`src/rtl/cmd_admit_pkg.sv`:
```
`default_nettype none
package cmd_admit_pkg;

   // operation codes
   localparam logic [7:0] OP_TEST_READY = 8'h00;
   localparam logic [7:0] OP_REZERO = 8'h01;
   localparam logic [7:0] OP_SENSE = 8'h03;
   localparam logic [7:0] OP_REASSIGN = 8'h07;
   localparam logic [7:0] OP_WRITE6 = 8'h0A;
   localparam logic [7:0] OP_SEEK6 = 8'h0B;
   localparam logic [7:0] OP_MSEL6 = 8'h15;
   localparam logic [7:0] OP_RESERVE = 8'h16;
   localparam logic [7:0] OP_RELEASE = 8'h17;
   localparam logic [7:0] OP_MSENSE6 = 8'h1A;
   localparam logic [7:0] OP_START_STOP = 8'h1B;
   localparam logic [7:0] OP_DIAG_RESULT = 8'h1C;
   localparam logic [7:0] OP_DIAG = 8'h1D;
   localparam logic [7:0] OP_CAPACITY = 8'h25;
   localparam logic [7:0] OP_WRITE10 = 8'h2A;
   localparam logic [7:0] OP_SEEK10 = 8'h2B;
   localparam logic [7:0] OP_WRITE_VERIFY = 8'h2E;
   localparam logic [7:0] OP_VERIFY = 8'h2F;
   localparam logic [7:0] OP_SYNC_CACHE = 8'h35;
   localparam logic [7:0] OP_DEFECT_DATA = 8'h37;
   localparam logic [7:0] OP_WRITE_BUFFER = 8'h3B;
   localparam logic [7:0] OP_READ_LONG = 8'h3E;
   localparam logic [7:0] OP_WRITE_LONG = 8'h3F;
   localparam logic [7:0] OP_WRITE_SAME = 8'h41;
   localparam logic [7:0] OP_MSEL10 = 8'h55;
   localparam logic [7:0] OP_MSENSE10 = 8'h5A;

   // field positions
   localparam int WP_CTRL_BIT = 7;
   localparam int PAGE_CTRL_HI = 7;
   localparam int PAGE_CTRL_LO = 6;
   localparam int SAVE_PAGE_BIT = 0;
   localparam int RELADR_BIT = 0;
   localparam int PMI_BIT = 0;
   localparam logic [1:0] PAGE_CTRL_SAVED = 2'h3;

   // status codes
   localparam logic [7:0] STATUS_GOOD = 8'h00;
   localparam logic [7:0] STATUS_CHECK = 8'h02;

   // sense keys and codes
   localparam logic [3:0] KEY_NONE = 4'h0;
   localparam logic [3:0] KEY_NOT_READY = 4'h2;
   localparam logic [3:0] KEY_HW_ERROR = 4'h4;
   localparam logic [3:0] KEY_ILLEGAL = 4'h5;
   localparam logic [3:0] KEY_PROTECT = 4'h7;
   localparam logic [7:0] ASC_NONE = 8'h00;
   localparam logic [7:0] ASC_NOT_READY = 8'h04;
   localparam logic [7:0] ASC_BAD_OPCODE = 8'h20;
   localparam logic [7:0] ASC_BAD_FIELD = 8'h24;
   localparam logic [7:0] ASC_PROTECTED = 8'h27;
   localparam logic [7:0] ASC_DIAG_FAIL = 8'h40;

   typedef enum logic [4:0] {
      ACT_NONE = 5'h00, ACT_CAPACITY, ACT_DEFECT, ACT_READ_LONG, ACT_REASSIGN,
      ACT_DIAG_RESULT, ACT_RELEASE, ACT_SENSE, ACT_RESERVE, ACT_REZERO, ACT_SEEK,
      ACT_DIAG, ACT_START_STOP, ACT_SYNC, ACT_TEST_READY, ACT_VERIFY, ACT_WRITE,
      ACT_WRITE_VERIFY, ACT_WRITE_BUFFER, ACT_WRITE_LONG, ACT_WRITE_SAME,
      ACT_MODE_SELECT, ACT_MODE_SENSE
   } action_e;

   // command as received
   typedef struct packed {
      logic [7:0] opcode;
      logic [7:0] byte1;
      logic [7:0] byte2;
      logic [7:0] control;
   } cdb_s;

   // decode outcome
   typedef struct packed {
      action_e action;
      logic known;
      logic spin_ok;
      logic wp_ok;
      logic field_bad;
   } decode_s;

   // command handed to the engines
   typedef struct packed {
      action_e action;
      logic [7:0] byte1;
      logic [7:0] byte2;
   } dispatch_s;

   typedef struct packed {
      logic [3:0] key;
      logic [7:0] code;
   } sense_s;

endpackage
`default_nettype wire

```
`src/rtl/scsi_command_admission.sv`:
```
`timescale 1ns/1ps
`default_nettype none
// Behaviours
// Behaviour
// - 25h reports capacity; PMI honoured, relative addressing refused, allowed under protect.
// - 37h reports defect lists in either form; allowed under protect, not before spinup.
// - long read returns one whole sector; allowed under protect, not before spinup.
// - 07h reassigns blocks; refused before spinup and under protect.
// - 1Ch returns last diagnostic outcome; allowed under protect, not before spinup.
// - 17h releases unit or third party, not extent; always accepted.
// - 03h returns extended sense only, pointers unused; always accepted.
// - 16h reserves unit or third party, extent rejected; always accepted.
// - 01h recalibrates then seeks block zero; allowed under protect, not before spinup.
// - 0Bh and 2Bh seek; good status only after seek done; not before spinup.
// - 1Dh self-test or translate; failed self-test ends with check condition.
// - 1Bh starts or stops the spindle; always accepted.
// - 35h flushes cached blocks; refused before spinup and under protect.
// - 00h tests spindle speed; good when at speed; accepted any time.
// - 2Fh verifies media; relative addressing rejected; refused before spinup or protect.
// - 0Ah and 2Ah write; refused before spinup and under protect.
// - 2Eh writes then verifies; refused before spinup and under protect.
// - 3Bh buffer write; refused before spinup or protect; host should reserve first.
// - 3Fh long write of one sector; refused before spinup and under protect.
// - 41h writes one block repeatedly; refused before spinup and under protect.
// - mode select and sense allowed before spinup only without saved pages.
// - mode select control bit 7 sets or clears write protect.
module scsi_command_admission
   import cmd_admit_pkg::*;
(
   input wire logic sys_clk,
   input wire logic reset_n,
   input wire logic cdb_valid,
   input wire cdb_s cdb,
   input wire logic spindle_at_speed,
   input wire logic op_done,
   input wire logic op_fail,
   output logic busy,
   output dispatch_s dispatch,
   output logic dispatch_valid,
   output logic pmi_enable,
   output logic [1:0] page_control,
   output logic status_valid,
   output logic [7:0] status,
   output sense_s sense,
   output logic write_protect,
   output logic last_diag_fail
);

   typedef enum logic [2:0] {
      ST_IDLE = 3'b001,
      ST_RUN = 3'b010,
      ST_DONE = 3'b100
   } state_e;

   state_e state;
   decode_s dec;
   dispatch_s held;
   logic refuse_spin;
   logic refuse_wp;
   logic accept;
   logic take;

   opcode_decode u_decode (
      .cdb(cdb),
      .dec(dec)
   );

   assign take = cdb_valid & (state == ST_IDLE);
   assign refuse_spin = ~spindle_at_speed & ~dec.spin_ok;
   assign refuse_wp = write_protect & ~dec.wp_ok;
   assign accept = dec.known & ~dec.field_bad & ~refuse_spin & ~refuse_wp;

   // sequencing: idle, engine running, status returned
   always_ff @(posedge sys_clk or negedge reset_n) begin
      if (!reset_n) begin
         state <= ST_IDLE;
      end else begin
         case (state)
            ST_IDLE: begin
               if (take && accept && dec.action != ACT_TEST_READY) begin
                  state <= ST_RUN;
               end else if (take) begin
                  state <= ST_DONE;
               end
            end
            ST_RUN: begin
               if (op_done) begin
                  state <= ST_DONE;
               end
            end
            ST_DONE: state <= ST_IDLE;
            default: state <= ST_IDLE;
         endcase
      end
   end

   // busy flag
   always_ff @(posedge sys_clk or negedge reset_n) begin
      if (!reset_n) begin
         busy <= 1'b0;
      end else begin
         busy <= (state == ST_IDLE) ? take : (state == ST_RUN);
      end
   end

   // command held for the engines
   always_ff @(posedge sys_clk or negedge reset_n) begin
      if (!reset_n) begin
         held <= '0;
         dispatch <= '0;
         dispatch_valid <= 1'b0;
         pmi_enable <= 1'b0;
         page_control <= 2'h0;
      end else begin
         dispatch_valid <= 1'b0;
         if (take && accept && dec.action != ACT_TEST_READY) begin
            held <= '{action: dec.action, byte1: cdb.byte1, byte2: cdb.byte2};
            dispatch <= '{action: dec.action, byte1: cdb.byte1, byte2: cdb.byte2};
            dispatch_valid <= 1'b1;
            pmi_enable <= (dec.action == ACT_CAPACITY) & cdb.byte2[PMI_BIT];
            page_control <= cdb.byte2[PAGE_CTRL_HI:PAGE_CTRL_LO];
         end
      end
   end

   // write protect mode from mode select control byte
   always_ff @(posedge sys_clk or negedge reset_n) begin
      if (!reset_n) begin
         write_protect <= 1'b0;
      end else if (take && accept && dec.action == ACT_MODE_SELECT) begin
         write_protect <= cdb.control[WP_CTRL_BIT];
      end
   end

   // result of the most recent diagnostic
   always_ff @(posedge sys_clk or negedge reset_n) begin
      if (!reset_n) begin
         last_diag_fail <= 1'b0;
      end else if (state == ST_RUN && op_done && held.action == ACT_DIAG) begin
         last_diag_fail <= op_fail;
      end
   end

   // status and sense entry
   always_ff @(posedge sys_clk or negedge reset_n) begin
      if (!reset_n) begin
         status_valid <= 1'b0;
         status <= STATUS_GOOD;
         sense <= '{key: KEY_NONE, code: ASC_NONE};
      end else begin
         status_valid <= 1'b0;
         if (take) begin
            if (!dec.known) begin
               status_valid <= 1'b1;
               status <= STATUS_CHECK;
               sense <= '{key: KEY_ILLEGAL, code: ASC_BAD_OPCODE};
            end else if (dec.field_bad) begin
               status_valid <= 1'b1;
               status <= STATUS_CHECK;
               sense <= '{key: KEY_ILLEGAL, code: ASC_BAD_FIELD};
            end else if (refuse_spin) begin
               status_valid <= 1'b1;
               status <= STATUS_CHECK;
               sense <= '{key: KEY_NOT_READY, code: ASC_NOT_READY};
            end else if (refuse_wp) begin
               status_valid <= 1'b1;
               status <= STATUS_CHECK;
               sense <= '{key: KEY_PROTECT, code: ASC_PROTECTED};
            end else if (dec.action == ACT_TEST_READY) begin
               // accepted at any time, but good only once the spindle is at speed
               status_valid <= 1'b1;
               if (spindle_at_speed) begin
                  status <= STATUS_GOOD;
                  sense <= '{key: KEY_NONE, code: ASC_NONE};
               end else begin
                  status <= STATUS_CHECK;
                  sense <= '{key: KEY_NOT_READY, code: ASC_NOT_READY};
               end
            end else if (dec.action == ACT_SENSE) begin
               sense <= sense;
            end
         end else if (state == ST_RUN && op_done) begin
            status_valid <= 1'b1;
            if (op_fail) begin
               status <= STATUS_CHECK;
               sense <= '{key: KEY_HW_ERROR, code: ASC_DIAG_FAIL};
            end else begin
               status <= STATUS_GOOD;
               if (held.action != ACT_SENSE) begin
                  sense <= '{key: KEY_NONE, code: ASC_NONE};
               end
            end
         end
      end
   end

endmodule
`default_nettype wire

```
`src/rtl/opcode_decode.sv`:
```
`timescale 1ns/1ps
`default_nettype none
module opcode_decode
   import cmd_admit_pkg::*;
(
   input wire cdb_s cdb,
   output decode_s dec
);

   logic saved_pages;
   logic reladr;

   assign saved_pages = (cdb.byte2[PAGE_CTRL_HI:PAGE_CTRL_LO] == PAGE_CTRL_SAVED) | cdb.byte1[SAVE_PAGE_BIT];
   assign reladr = cdb.byte1[RELADR_BIT];

   // table lookup: action, before-spinup and write-protect permission
   always_comb begin
      dec = '0;
      dec.known = 1'b1;
      case (cdb.opcode)
         OP_CAPACITY: begin
            dec.action = ACT_CAPACITY;
            dec.wp_ok = 1'b1;
            dec.field_bad = reladr;
         end
         OP_DEFECT_DATA: begin
            dec.action = ACT_DEFECT;
            dec.wp_ok = 1'b1;
         end
         OP_READ_LONG: begin
            dec.action = ACT_READ_LONG;
            dec.wp_ok = 1'b1;
         end
         OP_REASSIGN: dec.action = ACT_REASSIGN;
         OP_DIAG_RESULT: begin
            dec.action = ACT_DIAG_RESULT;
            dec.wp_ok = 1'b1;
         end
         OP_RELEASE: begin
            dec.action = ACT_RELEASE;
            dec.spin_ok = 1'b1;
            dec.wp_ok = 1'b1;
            dec.field_bad = cdb.byte1[RELADR_BIT];
         end
         OP_SENSE: begin
            dec.action = ACT_SENSE;
            dec.spin_ok = 1'b1;
            dec.wp_ok = 1'b1;
         end
         OP_RESERVE: begin
            dec.action = ACT_RESERVE;
            dec.spin_ok = 1'b1;
            dec.wp_ok = 1'b1;
            dec.field_bad = cdb.byte1[RELADR_BIT];
         end
         OP_REZERO: begin
            dec.action = ACT_REZERO;
            dec.wp_ok = 1'b1;
         end
         OP_SEEK6, OP_SEEK10: begin
            dec.action = ACT_SEEK;
            dec.wp_ok = 1'b1;
         end
         OP_DIAG: begin
            dec.action = ACT_DIAG;
            dec.wp_ok = 1'b1;
         end
         OP_START_STOP: begin
            dec.action = ACT_START_STOP;
            dec.spin_ok = 1'b1;
            dec.wp_ok = 1'b1;
         end
         OP_SYNC_CACHE: dec.action = ACT_SYNC;
         OP_TEST_READY: begin
            dec.action = ACT_TEST_READY;
            dec.spin_ok = 1'b1;
            dec.wp_ok = 1'b1;
         end
         OP_VERIFY: begin
            dec.action = ACT_VERIFY;
            dec.field_bad = reladr;
         end
         OP_WRITE6, OP_WRITE10: dec.action = ACT_WRITE;
         OP_WRITE_VERIFY: dec.action = ACT_WRITE_VERIFY;
         OP_WRITE_BUFFER: dec.action = ACT_WRITE_BUFFER;
         OP_WRITE_LONG: dec.action = ACT_WRITE_LONG;
         OP_WRITE_SAME: dec.action = ACT_WRITE_SAME;
         OP_MSEL6, OP_MSEL10: begin
            dec.action = ACT_MODE_SELECT;
            dec.spin_ok = ~saved_pages;
            dec.wp_ok = 1'b1;
         end
         OP_MSENSE6, OP_MSENSE10: begin
            dec.action = ACT_MODE_SENSE;
            dec.spin_ok = ~saved_pages;
            dec.wp_ok = 1'b1;
         end
         default: dec.known = 1'b0;
      endcase
   end

endmodule
`default_nettype wire

```
`config.mk`:
```
export PLATFORM = sky130hd
export DESIGN_NAME = scsi_command_admission
export DESIGN_NICKNAME = d
export VERILOG_FILES = /design/src/rtl/cmd_admit_pkg.sv /design/src/rtl/scsi_command_admission.sv /design/src/rtl/opcode_decode.sv
export SDC_FILE = /design/constraint.sdc
export NUM_CORES = 1
export LEC_CHECK = 0
export BUFFER_PORTS_ARGS = -buffer_cell sky130_fd_sc_hd__buf_2
export CAP_MARGIN = 20
export CORE_AREA = 2 2 72 74
export DETAILED_ROUTE_END_ITERATION = 16
export DIE_AREA = 0 0 74 76
export GPL_TIMING_DRIVEN = 1
export PLACE_DENSITY = 0.79
export SLEW_MARGIN = 25
export SYNTH_ARGS = -nofsm -noshare
export SYNTH_HDL_FRONTEND = slang
export SYNTH_SLANG_ARGS = --single-unit
```
`constraint.sdc`:
```
create_clock -name sys_clk -period 2.7 [get_ports sys_clk]
set_input_delay 0.405 -clock sys_clk [delete_from_list [all_inputs] [get_ports sys_clk]]
set_output_delay 0.405 -clock sys_clk [all_outputs]
set_load 0.02 [all_outputs]
```
# Word level (Yosys, flattened, before mapping)
# Index checks and enable logic that the tools add are counted.
[totals]
regBits = 52
out_inout_bits = 49
[op_classes]
n_eq_ne = 37
mux = 37
bitwise_logic = 15
n_reduce_logical = 20
[ops]
columns = ["cell", "n"]
rows = [
  ["$pmux 5 s22", 1],
  ["$mux 12", 9],
  ["$eq 8x6->1 const B", 10],
  ["$eq 8x5->1 const B", 7],
  ["$mux 8", 7],
  ["$reduce_or 26->1", 1],
  ["$eq 8x7->1 const B", 3],
  ["$reduce_or 17->1", 1],
  ["$eq 8x4->1 const B", 2],
  ["$mux 1", 12],
  ["$eq 5x4->1 const B", 2],
  ["$mux 10", 1],
  ["$mux 3", 3],
  ["$eq 8x1->1 const B", 1],
  ["$eq 8x2->1 const B", 1],
  ["$eq 8x3->1 const B", 1],
  ["$logic_not 8->1", 1],
  ["$reduce_or 2->1", 4],
  ["$reduce_or 4->1", 2],
  ["$and 1x1->1", 7],
  ["$not 1->1", 7],
  ["$ne 6x5->1 const B", 1],
  ["$pmux 3 s2", 1],
  ["$eq 5x1->1 const B", 1],
  ["other kinds (17)", 23],
]

# Longest topological paths before layout
# Gate-level depths: netlist (run 1).
[logic_depth]
depth_word = 13
ltp_mapped = 10
ltp_nobuf = 7

# Cells and area by module
# Synthesis (run 1) repeated with hierarchy kept, for this count alone.
[hier_totals]
hier_cells = 240
hier_area_um2 = 2524.9
[by_module_without_submodules]
columns = ["mod", "instances", "cells_per_inst", "area_each_um2", "seq_area_each_um2"]
rows = [
  ["scsi_command_admission", 1, 129, 1684.1, 927.1],
  ["opcode_decode", 1, 111, 840.8, 0.0],
]

# Worst setup path after synthesis (run 1)
# Ideal clock, no wire load.
[synth_path]
path_kind = "input -> register"
start = "input port cdb[27] (netlist name)"
end = "register dispatch[10] (netlist name)"
setup_ns = 0.125
t_arrival_ns = 2.329
slack_ns = 0.246
stages = 8
path_cell_list = "buf_2 nor4bb_1 o21bai_4 o21ba_1 a21bo_1 a211oi_4 buf_6 mux2_4"
[synth_between]
elab_chain_cells = 10
word_cells_on_any_way = 53
classes_between = "eq/ne (26); mux (5); bitwise (10); reduce/logical (12)"
[synth_lines]
columns = ["element", "line_no", "source"]
rows = [
  ["from (decl)", "scsi_command_admission.sv:33", "input wire cdb_s cdb,"],
  ["$eq 8x5->1 (tied with other cells)", "opcode_decode.sv:20", "case (cdb.opcode)"],
  ["$reduce_or 5->1 (no source line) / $reduce_or 4->1 (equally long branches)", "n/a", ""],
  ["$pmux 1 s2", "opcode_decode.sv:20", ""],
  ["$not 1->1", "scsi_command_admission.sv:69", "assign refuse_spin = ~spindle_at_speed & ~dec.spin_ok;"],
  ["$and 1x1->1", "scsi_command_admission.sv:69", ""],
  ["$not 1->1", "scsi_command_admission.sv:71", "assign accept = dec.known & ~dec.field_bad & ~refuse_spin & ~refuse_wp;"],
  ["$and 1x1->1 (2 in a row)", "scsi_command_admission.sv:71", ""],
  ["$logic_and 1x1->1", "scsi_command_admission.sv:116", "if (take && accept && dec.action != ACT_TEST_READY) begin"],
  ["$logic_and 1x1->1 (*)", "scsi_command_admission.sv:116", ""],
  ["to (signal assigned)", "scsi_command_admission.sv:118", "dispatch <= '{action: dec.action, byte1: cdb.byte1, byte2: cdb.byte2};"],
  ["to (decl)", "scsi_command_admission.sv:38", "output dispatch_s dispatch,"],
]
# Every way passes the cells marked *; elsewhere a longest branch is shown, timed or not.
# A chain may end at the register's enable or synchronous reset.

# Worst setup path in the final report (run 1)
[layout_path]
start = "input port cdb[30] (netlist name)"
end = "register sense[10] (netlist name)"
[layout_between]
elab_chain_cells = 10
word_cells_on_any_way = 52
classes_between = "eq/ne (27); mux (10); bitwise (4); reduce/logical (11)"
[layout_lines]
columns = ["element", "line_no", "source"]
rows = [
  ["$eq 8x6->1 (tied with other cells)", "opcode_decode.sv:20", ""],
  ["$reduce_or 17->1 (no source line)", "n/a", ""],
  ["$mux 1", "opcode_decode.sv:20", ""],
  ["$not 1->1", "scsi_command_admission.sv:70", "assign refuse_wp = write_protect & ~dec.wp_ok;"],
  ["$and 1x1->1", "scsi_command_admission.sv:70", ""],
  ["$mux 12", "scsi_command_admission.sv:165", "end else if (refuse_wp) begin"],
  ["$mux 12", "scsi_command_admission.sv:161", "end else if (refuse_spin) begin"],
  ["$mux 12", "scsi_command_admission.sv:157", "end else if (dec.field_bad) begin"],
  ["$mux 12", "scsi_command_admission.sv:153", "if (!dec.known) begin"],
  ["$mux 12", "scsi_command_admission.sv:152", "if (take) begin"],
  ["to (signal assigned)", "scsi_command_admission.sv:156", "sense <= '{key: KEY_ILLEGAL, code: ASC_BAD_OPCODE};"],
  ["to (signal assigned)", "scsi_command_admission.sv:160", "sense <= '{key: KEY_ILLEGAL, code: ASC_BAD_FIELD};"],
  ["to (signal assigned)", "scsi_command_admission.sv:164", "sense <= '{key: KEY_NOT_READY, code: ASC_NOT_READY};"],
  ["to (decl)", "scsi_command_admission.sv:44", "output sense_s sense,"],
]
# Parallel ways exist; a longest one is shown, timed or not.

==> results of run 1 <==
## final cells by class
cell class                      instances  area [sq um]
Inverter                                7         26.28
Sequential cell                        37         927.1
Timing Repair Buffer                   90         543.0
Clock buffer                            7         86.33
Fill cell                             406          1961
Clock inverter                          1         30.03
Tap cell                               70         87.58
Multi-Input combinational cell        173          1251
## worst max path at each step
stage	startpoint	to	cells after the start
3_5_place_dp	cdb[30]	sense[10]$_DFFE_PN0P_	9
2_1_floorplan	cdb[27]	dispatch[10]$_DFFE_PN0P_	8
4_1_cts	cdb[27]	dispatch[13]$_DFFE_PN0P_	9
5_1_grt	cdb[30]	sense[10]$_DFFE_PN0P_	9
3_3_place_gp	cdb[30]	sense[10]$_DFFE_PN0P_	9
6_report	cdb[30]	sense[10]$_DFFE_PN0P_	9
## sequential cells by signal (all words and copies together) (netlist names), 3 cells and up
name      flops
dispatch     16
held          5
sense         6
state         3
## Yosys cell counts, drive strengths merged (2+ instances only)
library cell | count | area, sq um
nand4b | 3 | 26.28
nor4b | 3 | 38.79
o32a | 2 | 20.02
and3 | 3 | 18.77
buf | 28 | 197.7
nor2 | 14 | 55.06
o311ai | 2 | 17.52
nand4 | 4 | 25.02
dfrtp | 36 | 900.9
nand3 | 6 | 35.03
nor3b | 2 | 15.01
nor3 | 6 | 30.03
a32o | 2 | 20.02
xnor2 | 3 | 26.28
o211ai | 3 | 22.52
or2 | 2 | 12.52
and2 | 3 | 18.77
a21o | 3 | 30.02
nand2b | 2 | 12.51
o22ai | 2 | 12.51
a21oi | 8 | 40.04
nand3b | 2 | 15.01
nand2 | 26 | 100.1
nor2b | 4 | 25.02
mux2 | 18 | 240.2
inv | 7 | 26.28
nor4 | 5 | 37.53
a31oi | 3 | 18.77
nor4bb | 3 | 36.29
o21ai | 9 | 45.04
## logic make-up after synthesis
family / synth area share
fa+ha+maj: 0.004226
other cells: 0.001583
compound gates: 0.1701
simple gates: 0.2203
flops: 0.3914
xor+xnor: 0.01479
buf+inv: 0.09614
mux: 0.1014
## where the power goes
group          internal, uW  switching (uW)  leakage, uW
Combinational           297             421     0.000921
Sequential              700            87.8     0.000474
Clock                   301             184    0.0000585
## per-layer routing
layer | track usage | wire, um
met5 | 0 | 0
met1 | 0.2530 | 2405
met3 | 0.03175 | 323
met4 | 0.06364 | 71
met2 | 0.3277 | 2592
## stage by stage
step / setup TNS (ns) / setup WS [ns] / cells / instance area, sq um / power (uW)
after global placement: 0 / 0.05197 / 377 / 2835 / 1497
final: 0 / 0.2604 / 385 / 2952 / 1990
after floorplan: 0 / 0.2460 / 246 / 2406 / 1280
after detailed placement: -0.08269 / -0.02306 / 377 / 2835 / 1517
after global routing: 0 / 0.1008 / 385 / 2952 / 2100
after CTS: 0 / 0.2830 / 385 / 2952 / 2005
==> run_results.csv, run 1 <==
group,metric,value,unit
outcome,status,"finished, final reports clean",
synthesis,ys_ff_latch,37,
setup_path,cp.required,2.87,ns
clock_network,path_clk_slew,0.07,ns
placed_design,portBuffers,68,
setup_path,r2r-end,"dispatch[13]$_DFFE_PN0P_",
drt,routed_wl,5.392,mm
layout,final_util,0.6009,
clock_network,cts_hold_buf,0,
drt,antenna_left,0,
setup_path,crit_family,"compound AO/OA/AOI/OAI gates",
clock_network,cts_tree,"built",
layout,nets,352,
clock_network,cts.htree.levels,2,
floorplanning,row_count,26,
clock_network,postCtsSetupBuffers,0,
layout,drive_gt1_frac,0.3905,
drt,drc,0,
timing,worst_hold_slack,0.1988,ns
floorplanning,fp.coreArea,4912,sq um
timing,skew,0.006217,ns
setup_path,max_stage_delay,0.45,ns
floorplanning,die_w,74,um
floorplanning,ioPinCount,87,
setup_path,critPathLaunchType,"input port",
global_routing,grt.total_usage,0.1955,
setup_path,reg2reg_setup_slack,0.52,ns
layout,layout_commonest_cell,"buf_2",
synthesis,synth_seq_area_share,0.3914,
floorplanning,die_height,76,um
floorplanning,die_area,5624,sq um
clock_network,cts-root-buf,"clkbuf_8",
drt,firstDrtPassIters,4,
synthesis,syn_area_per_cell,10.04,sq um
layout,most-common-layout-cells,"buf_2, dfrtp_1, nand2_1",
global_routing,grt_pass1_wl,8.735,mm
power,irDropWorstVdd,0.0002525,V
timing,worst_pin_slew,0.7884,ns
setup_path,crit_type,"in -> reg",
power,power_density,674.3,nW/um^2
setup_path,endpoint_kind,"flop",
global_routing,grt_pass1_vias,1867,
setup_path,cp_max_fo,28,
synthesis,ys_types,66,
floorplanning,start_util,0.4822,
placed_design,dp_hpwl,4.047,mm
timing,slew-limit-headroom,0.4744,
synthesis,synth_ff_type,"dfrtp_1",
drt,dr.first_iter.drc_count,119,
synthesis,synth_edf_count,0,
clock_network,cts-buffers-inserted,5,
timing,clock.fmax,409.9,MHz
setup_path,reg2reg_from,"state[0]$_DFFE_PN1P_",
clock_network,clock-sinks,37,
global_routing,antenna_found_initial,0,
timing,period_needed,2.440,ns
global_routing,grt-ovfl-total,0,
clock_network,clk_latency,0.28,ns
global_routing,grt_max_degree,38,
drt,vias,2035,
clock_network,ctsResizeCount,0,
drt,via_per_inst,5.286,
layout,diodes,0,
timing,fin_crit_sh,0.9036,
layout,area_growth,24.62,%
synthesis,postSynth.asyncResetShare,1.000,
synthesis,synth-warning-count,0,
synthesis,syn_inst,236,
timing,rsz0062_at_grt,"no",
setup_path,worstPathArrival,2.61,ns
synthesis,netlist_area,2369,sq um
hold_path,worstHoldPathType,"in -> async",
timing,drv_slew,0,
power,p_leak,0.001453,uW
clock_network,cts.path.max_buffers,2,
placed_design,place_congestion,0.8824,
setup_path,crit_chain,"buf_2, nor4b_2, nand3_1, o211a_1, a21bo_1, a211oi_4, buf_12, a21o_4, a2111o_1",
setup_path,worst-r2r-cell-count,7,
run,max_cap_viol_count,0,
drt,wire_per_inst,14.01,um
setup_path,cp_num_buf_inv,2,
timing,hold_viol,0,
setup_path,critical-path-slowest-cell,"nor4b_2",
timing,setup_viol,0,
Note: power is estimated with default switching activity, not from simulation.
==> run 2, diff against run 1 <==
--- a/config.mk
+++ b/config.mk
@@ -7,12 +7,13 @@
 export LEC_CHECK = 0
 export BUFFER_PORTS_ARGS = -buffer_cell sky130_fd_sc_hd__buf_2
 export CAP_MARGIN = 20
-export CORE_AREA = 2 2 72 74
+export CORE_AREA = 2 2 104 56
 export DETAILED_ROUTE_END_ITERATION = 16
-export DIE_AREA = 0 0 74 76
+export DIE_AREA = 0 0 106 58
 export GPL_TIMING_DRIVEN = 1
-export PLACE_DENSITY = 0.79
+export PLACE_DENSITY = 0.78
 export SLEW_MARGIN = 25
 export SYNTH_ARGS = -nofsm -noshare
 export SYNTH_HDL_FRONTEND = slang
+export SYNTH_HIERARCHICAL = 1
 export SYNTH_SLANG_ARGS = --single-unit
==> run_results.csv, run 2 <==
group,metric,value,unit
outcome,status,"finished, final reports clean",
drt,antenna_left,0,
synthesis,ys_types,77,
layout,most-common-layout-cells,"buf_2, buf_4, dfrtp_1",
floorplanning,fp.coreArea,5254,sq um
power,p_sw_frac,0.3747,
global_routing,grt-ovfl-total,0,
floorplanning,die_height,58,um
setup_path,worstPathArrival,2.85,ns
power,power.total,1931,uW
clock_network,cts.path.max_buffers,2,
layout,diodes,0,
synthesis,ys_ff_latch,37,
setup_path,max_stage_delay,0.53,ns
setup_path,startpoint,"cdb[25]",
setup_path,cp.required,2.87,ns
setup_path,critPathLaunchType,"input port",
drt,via_per_inst,5.576,
clock_network,cts-root-buf,"clkbuf_8",
layout,drive_gt1_frac,0.5537,
layout,layout_commonest_cell,"buf_2",
timing,tns,0,ns
floorplanning,start_util,0.4806,
placed_design,portBuffers,68,
synthesis,synth_commonest_cells,"dfrtp_1, mux2_2, buf_4",
clock_network,cts_tree,"built",
setup_path,critical-path-slowest-cell,"or4_4",
timing,skew,0.005250,ns
setup_path,endpoint_kind,"flop",
setup_path,cp_max_fo,8,
global_routing,grt_pass1_wl,10.78,mm
setup_path,crit_type,"in -> reg",
timing,worst_hold_slack,0.2078,ns
timing,clock.fmax,374.0,MHz
floorplanning,row_count,19,
global_routing,grt_pass1_vias,2108,
setup_path,worst-r2r-cell-count,5,
drt,vias,2381,
run,max_cap_viol_count,0,
power,irDropWorstVdd,0.0006715,V
setup_path,reg2reg_from,"state[0]$_DFFE_PN1P_",
clock_network,path_clk_slew,0.07,ns
synthesis,postSynth.asyncResetShare,1.000,
placed_design,dp_hpwl,5.451,mm
drt,dr.first_iter.drc_count,257,
power,p_comb_frac,0.400,
floorplanning,die_w,106,um
hold_path,worstHoldPathType,"in -> async",
timing,drv_slew,0,
clock_network,cts.htree.levels,2,
setup_path,reg2reg_setup_slack,0.58,ns
drt,drc,0,
layout,top_regs,"dispatch: 16 flops, sense: 6 flops, held: 5 flops",
synthesis,synth_edf_count,0,
layout,largest_reg_flops,16,
global_routing,grt.total_usage,0.2266,
synthesis,synth_ff_type,"dfrtp_1",
synthesis,syn_area_per_cell,10.52,sq um
layout,regMostFlops,"dispatch",
synthesis,synth_seq_area_share,0.3672,
timing,finalWorstSetupSlack,0.02623,ns
power,p_int,1207,uW
setup_path,crit_family,"simple AND/OR/NAND/NOR gates",
power,power_frac_seq,0.408,
timing,hold_viol,0,
clock_network,cts-buffers-inserted,5,
timing,setup_viol,0,
timing,period_needed,2.674,ns
synthesis,netlist_area,2525,sq um
power,pwr-share-clk,0.192,
floorplanning,die_area,6148,sq um
floorplanning,ioPinCount,87,
synthesis,yosysTopAreaCellShare,0.3568,
drt,routed_wl,7.180,mm
setup_path,r2r-end,"dispatch[11]$_DFFE_PN0P_",
setup_path,cp.depth,10,
synthesis,synth_area_leaders,"dfrtp_1, mux2_2, buf_4, buf_6, clkbuf_8",
power,p_leak,0.001657,uW
power,power_density,560.5,nW/um^2
global_routing,grt_max_degree,38,
drt,firstDrtPassIters,5,
placed_design,place_worst_setup_slack,-0.3103,ns
layout,nets,391,
synthesis,synth-warning-count,6,
timing,slew-limit-headroom,0.4607,
synthesis,syn_inst,240,
placed_design,place_congestion,0.8843,
power,switchingPower,723.4,uW
drt,wire_per_inst,16.81,um
layout,area_growth,36.42,%
timing,worst_pin_slew,0.8089,ns
setup_path,endpoint,"dispatch[11]$_DFFE_PN0P_",
synthesis,synth_most_common_cell,"dfrtp_1",
clock_network,clk_latency,0.28,ns
layout,stdcell_area,3445,sq um
setup_path,cp_num_buf_inv,2,
timing,fin_crit_sh,0.9903,
timing,rsz0062_at_grt,"no",
placed_design,placed_area,3217,sq um
global_routing,antenna_found_initial,0,
synthesis,yosys.area.top_type,"dfrtp_1",
clock_network,clock-sinks,37,
setup_path,crit_chain,"buf_4, or4_4, a2111oi_4, a311oi_2, nand4_1, nor2b_4, and4b_1, and2_4, clkbuf_16, mux2_2",
[run 2: worst min path at each step]
| stage | depth (start not counted) | slack [ns] | startpoint | to |
|---|---|---|---|---|
| 3_3_place_gp | 1 | 0.46 | sense[6]$_DFFE_PN0P_ | sense[6]$_DFFE_PN0P_ |
| 4_1_cts | 1 | 0.24 | reset_n | status[1]$_DFFE_PN0P_ |
| 6_report | 1 | 0.21 | reset_n | status[1]$_DFFE_PN0P_ |
| 5_1_grt | 1 | 0.25 | reset_n | sense[9]$_DFFE_PN0P_ |
| 3_5_place_dp | 1 | 0.47 | sense[6]$_DFFE_PN0P_ | sense[6]$_DFFE_PN0P_ |
| 2_1_floorplan | 0 | 0.11 | reset_n | busy$_DFF_PN0_ |
[run 2: stage by stage]
step	util	std cells
final	0.6556	427
after global routing	0.6556	427
after CTS	0.6285	422
after detailed placement	0.6123	414
after global placement	0.6123	414
after floorplan	-	250
[run 2: per-layer routing]
layer  track usage  routed length [um]  vias up
met5             0                   0        -
met4       0.03195                  35        0
met3       0.07537                 750        6
met2        0.3171                2899      129
met1        0.3466                3495     1145
li1              -                   -     1101
[run 2: final cells by class]
type                    count  area [sq um]
multi-input cells         171          1433
repair buffers            129         877.1
inverters                   9         33.78
well taps                  73         91.34
flip-flops and latches     37         927.1
clock buffers               6         72.57
clock inverters             2         10.01
fillers                   430          1809
[run 2: cell families after synthesis]
| logic type | Yosys count | synth area share |
|---|---|---|
| buffers and inverters | 42 | 0.1308 |
| AND/OR/NAND/NOR | 87 | 0.2344 |
| multiplexers | 23 | 0.1036 |
| AO/OA/AOI/OAI | 48 | 0.1556 |
| XOR/XNOR | 2 | 0.006939 |
| flip-flops | 37 | 0.3672 |
| other | 1 | 0.001485 |
[run 2: repair_timing]
action	CTS	global route
resized for setup	1	19
endpoints found under the setup margin	5	28
hold buffers	0	0
pin swaps	0	6
cloned	0	3
buffers inserted	0	2
[run 2: power by group through the flow]
stage / logic [uW] / registers, uW / clock network [uW]
floorplan: 325 / 959 / 0
global route: 822 / 807 / 418
global placement: 742 / 782 / 0
finish: 773 / 788 / 370
detailed placement: 757 / 795 / 0
CTS: 758 / 789 / 376
==> run 3, diff against run 2 <==
--- a/config.mk
+++ b/config.mk
@@ -8,6 +8,7 @@
 export BUFFER_PORTS_ARGS = -buffer_cell sky130_fd_sc_hd__buf_2
 export CAP_MARGIN = 20
 export CORE_AREA = 2 2 104 56
+export CTS_BUF_LIST = sky130_fd_sc_hd__clkbuf_4 sky130_fd_sc_hd__clkbuf_8
 export DETAILED_ROUTE_END_ITERATION = 16
 export DIE_AREA = 0 0 106 58
 export GPL_TIMING_DRIVEN = 1
==> constraint.sdc (replaced) <==
create_clock -name sys_clk -period 2.65 [get_ports sys_clk]
set_input_delay 0.3975 -clock sys_clk [delete_from_list [all_inputs] [get_ports sys_clk]]
set_output_delay 0.3975 -clock sys_clk [all_outputs]
set_load 0.02 [all_outputs]
==> run_results.csv, run 3 (synthesis results as in run 2) <==
group,metric,value,unit
setup_path,crit_type,"in -> reg",
drt,firstDrtPassIters,5,
clock_network,cts-buffers-inserted,5,
outcome,status,"finished, final reports clean",
setup_path,cp_max_fo,10,
timing,skew,0.005339,ns
placed_design,place_congestion,0.9677,
floorplanning,die_height,58,um
clock_network,cts.path.max_buffers,2,
placed_design,placed_area,3284,sq um
drt,antenna_left,0,
timing,worst_hold_slack,0.1937,ns
setup_path,endpoint_kind,"flop",
power,p_leak,0.001788,uW
layout,num-fill-cells,395,
drt,dr.first_iter.drc_count,188,
layout,area_growth,47.08,%
layout,drive_gt1_frac,0.5908,
layout,fin_cells,442,
drt,drc,0,
timing,drv_slew,0,
global_routing,grt_pass1_wl,11.02,mm
layout,top_regs,"dispatch: 16 flops, sense: 6 flops, held: 5 flops",
setup_path,critPathLaunchType,"input port",
clock_network,cts_hold_buf,0,
setup_path,worst-r2r-cell-count,5,
setup_path,max_stage_delay,0.57,ns
layout,largest_reg_flops,16,
timing,slew-limit-headroom,0.4735,
clock_network,cts.htree.levels,2,
drt,via_per_inst,5.554,
drt,wire_per_inst,17.33,um
floorplanning,row_count,19,
timing,hold_viol,0,
placed_design,dp_hpwl,5.470,mm
floorplanning,ioPinCount,87,
setup_path,cp.required,2.82,ns
clock_network,clk_latency,0.28,ns
drt,routed_wl,7.658,mm
timing,period_needed,2.638,ns
floorplanning,die_area,6148,sq um
setup_path,crit_family,"simple AND/OR/NAND/NOR gates",
global_routing,grt_max_degree,38,
setup_path,reg2reg_from,"state[0]$_DFFE_PN1P_",
placed_design,dp_cells,423,
timing,finalWorstSetupSlack,0.01211,ns
drt,vias,2455,
setup_path,crit_chain,"buf_8, or4_4, a2111oi_4, a311oi_2, nand4_1, nor2b_4, and4b_2, and2_4, clkbuf_16, mux2_4",
setup_path,critical-path-slowest-cell,"or4_4",
run,max_cap_viol_count,0,
clock_network,clock-sinks,37,
timing,setup_viol,0,
layout,nets,406,
floorplanning,start_util,0.4806,
placed_design,portBuffers,68,
placed_design,place_worst_setup_slack,-0.3879,ns
global_routing,grt-ovfl-total,0,
global_routing,grt_pass1_vias,2130,
setup_path,r2r-end,"dispatch[1]$_DFFE_PN0P_",
timing,fin_crit_sh,0.9954,
clock_network,cts-root-buf,"clkbuf_8",
clock_network,path_clk_slew,0.08,ns
timing,tns,0,ns
setup_path,reg2reg_setup_slack,0.55,ns
hold_path,worstHoldPathType,"in -> async",
power,irDropWorstVdd,0.0006242,V
setup_path,worstPathArrival,2.81,ns
layout,diodes,0,
layout,layout_commonest_cell,"buf_4",
global_routing,antenna_found_initial,0,
layout,stdcell_area,3714,sq um
timing,rsz0062_at_grt,"yes",
global_routing,grt.total_usage,0.2312,
floorplanning,fp.coreArea,5254,sq um
setup_path,cp_num_buf_inv,2,
layout,regMostFlops,"dispatch",
floorplanning,die_w,106,um
clock_network,cts_tree,"built",
timing,worst_pin_slew,0.7898,ns
timing,clock.fmax,379.1,MHz
power,power_density,589.1,nW/um^2
layout,most-common-layout-cells,"buf_4, buf_2, dfrtp_1",
## run 3: stage by stage
step | util | power (uW)
4_1_cts | 0.6497 | 2099
3_5_place_dp | 0.6251 | 1582
6_report | 0.7068 | 2188
5_1_grt | 0.7068 | 2288
3_3_place_gp | 0.6251 | 1565
2_1_floorplan | - | 1310
## run 3: worst register-to-register path: stages (launching register included)
cell and delay, ns:
dfstp_2 0.55, and4bb_1 0.44, and4b_2 0.31, and2_4 0.21
clkbuf_16 0.18, mux2_4 0.30
## run 3: metal layers
metal	share of wire	vias to the layer above	global-route usage
met4	0.0099	0	0.01880
met2	0.41	132	0.3207
met5	0	-	0
met3	0.099	12	0.08099
met1	0.48	1178	0.3585
li1	-	1133	-
## run 3: final cells by class
type | count | area [sq um] | share of cell area
clock inverter | 1 | 30.03 | 0.008086
multi-input combinational | 171 | 1533 | 0.4127
timing repair buffer | 144 | 1008 | 0.2716
clock buffer | 7 | 90.09 | 0.02426
tap | 73 | 91.34 | 0.02460
sequential | 37 | 927.1 | 0.2497
inverter | 9 | 33.78 | 0.009097
## run 3: power breakdown
group	internal, uW	switching (uW)
registers	711	92.9
clock network	317	200
logic	399	467
total	1430	760
## run 3: worst max-delay path by stage
stage | start | endpoint | cells after the start
6_report | cdb[24] | dispatch[1]$_DFFE_PN0P_ | 10
5_1_grt | cdb[24] | dispatch[1]$_DFFE_PN0P_ | 10
4_1_cts | cdb[27] | dispatch[14]$_DFFE_PN0P_ | 10
3_5_place_dp | cdb[24] | sense[9]$_DFFE_PN0P_ | 11
3_3_place_gp | cdb[24] | sense[9]$_DFFE_PN0P_ | 11
2_1_floorplan | cdb[26] | dispatch[10]$_DFFE_PN0P_ | 11
## run 3: repair_timing
item,CTS,global route
resized for setup,3,47
endpoints found under the setup margin,25,28
pin swaps,0,12
buffers inserted,0,9
cloned,0,2
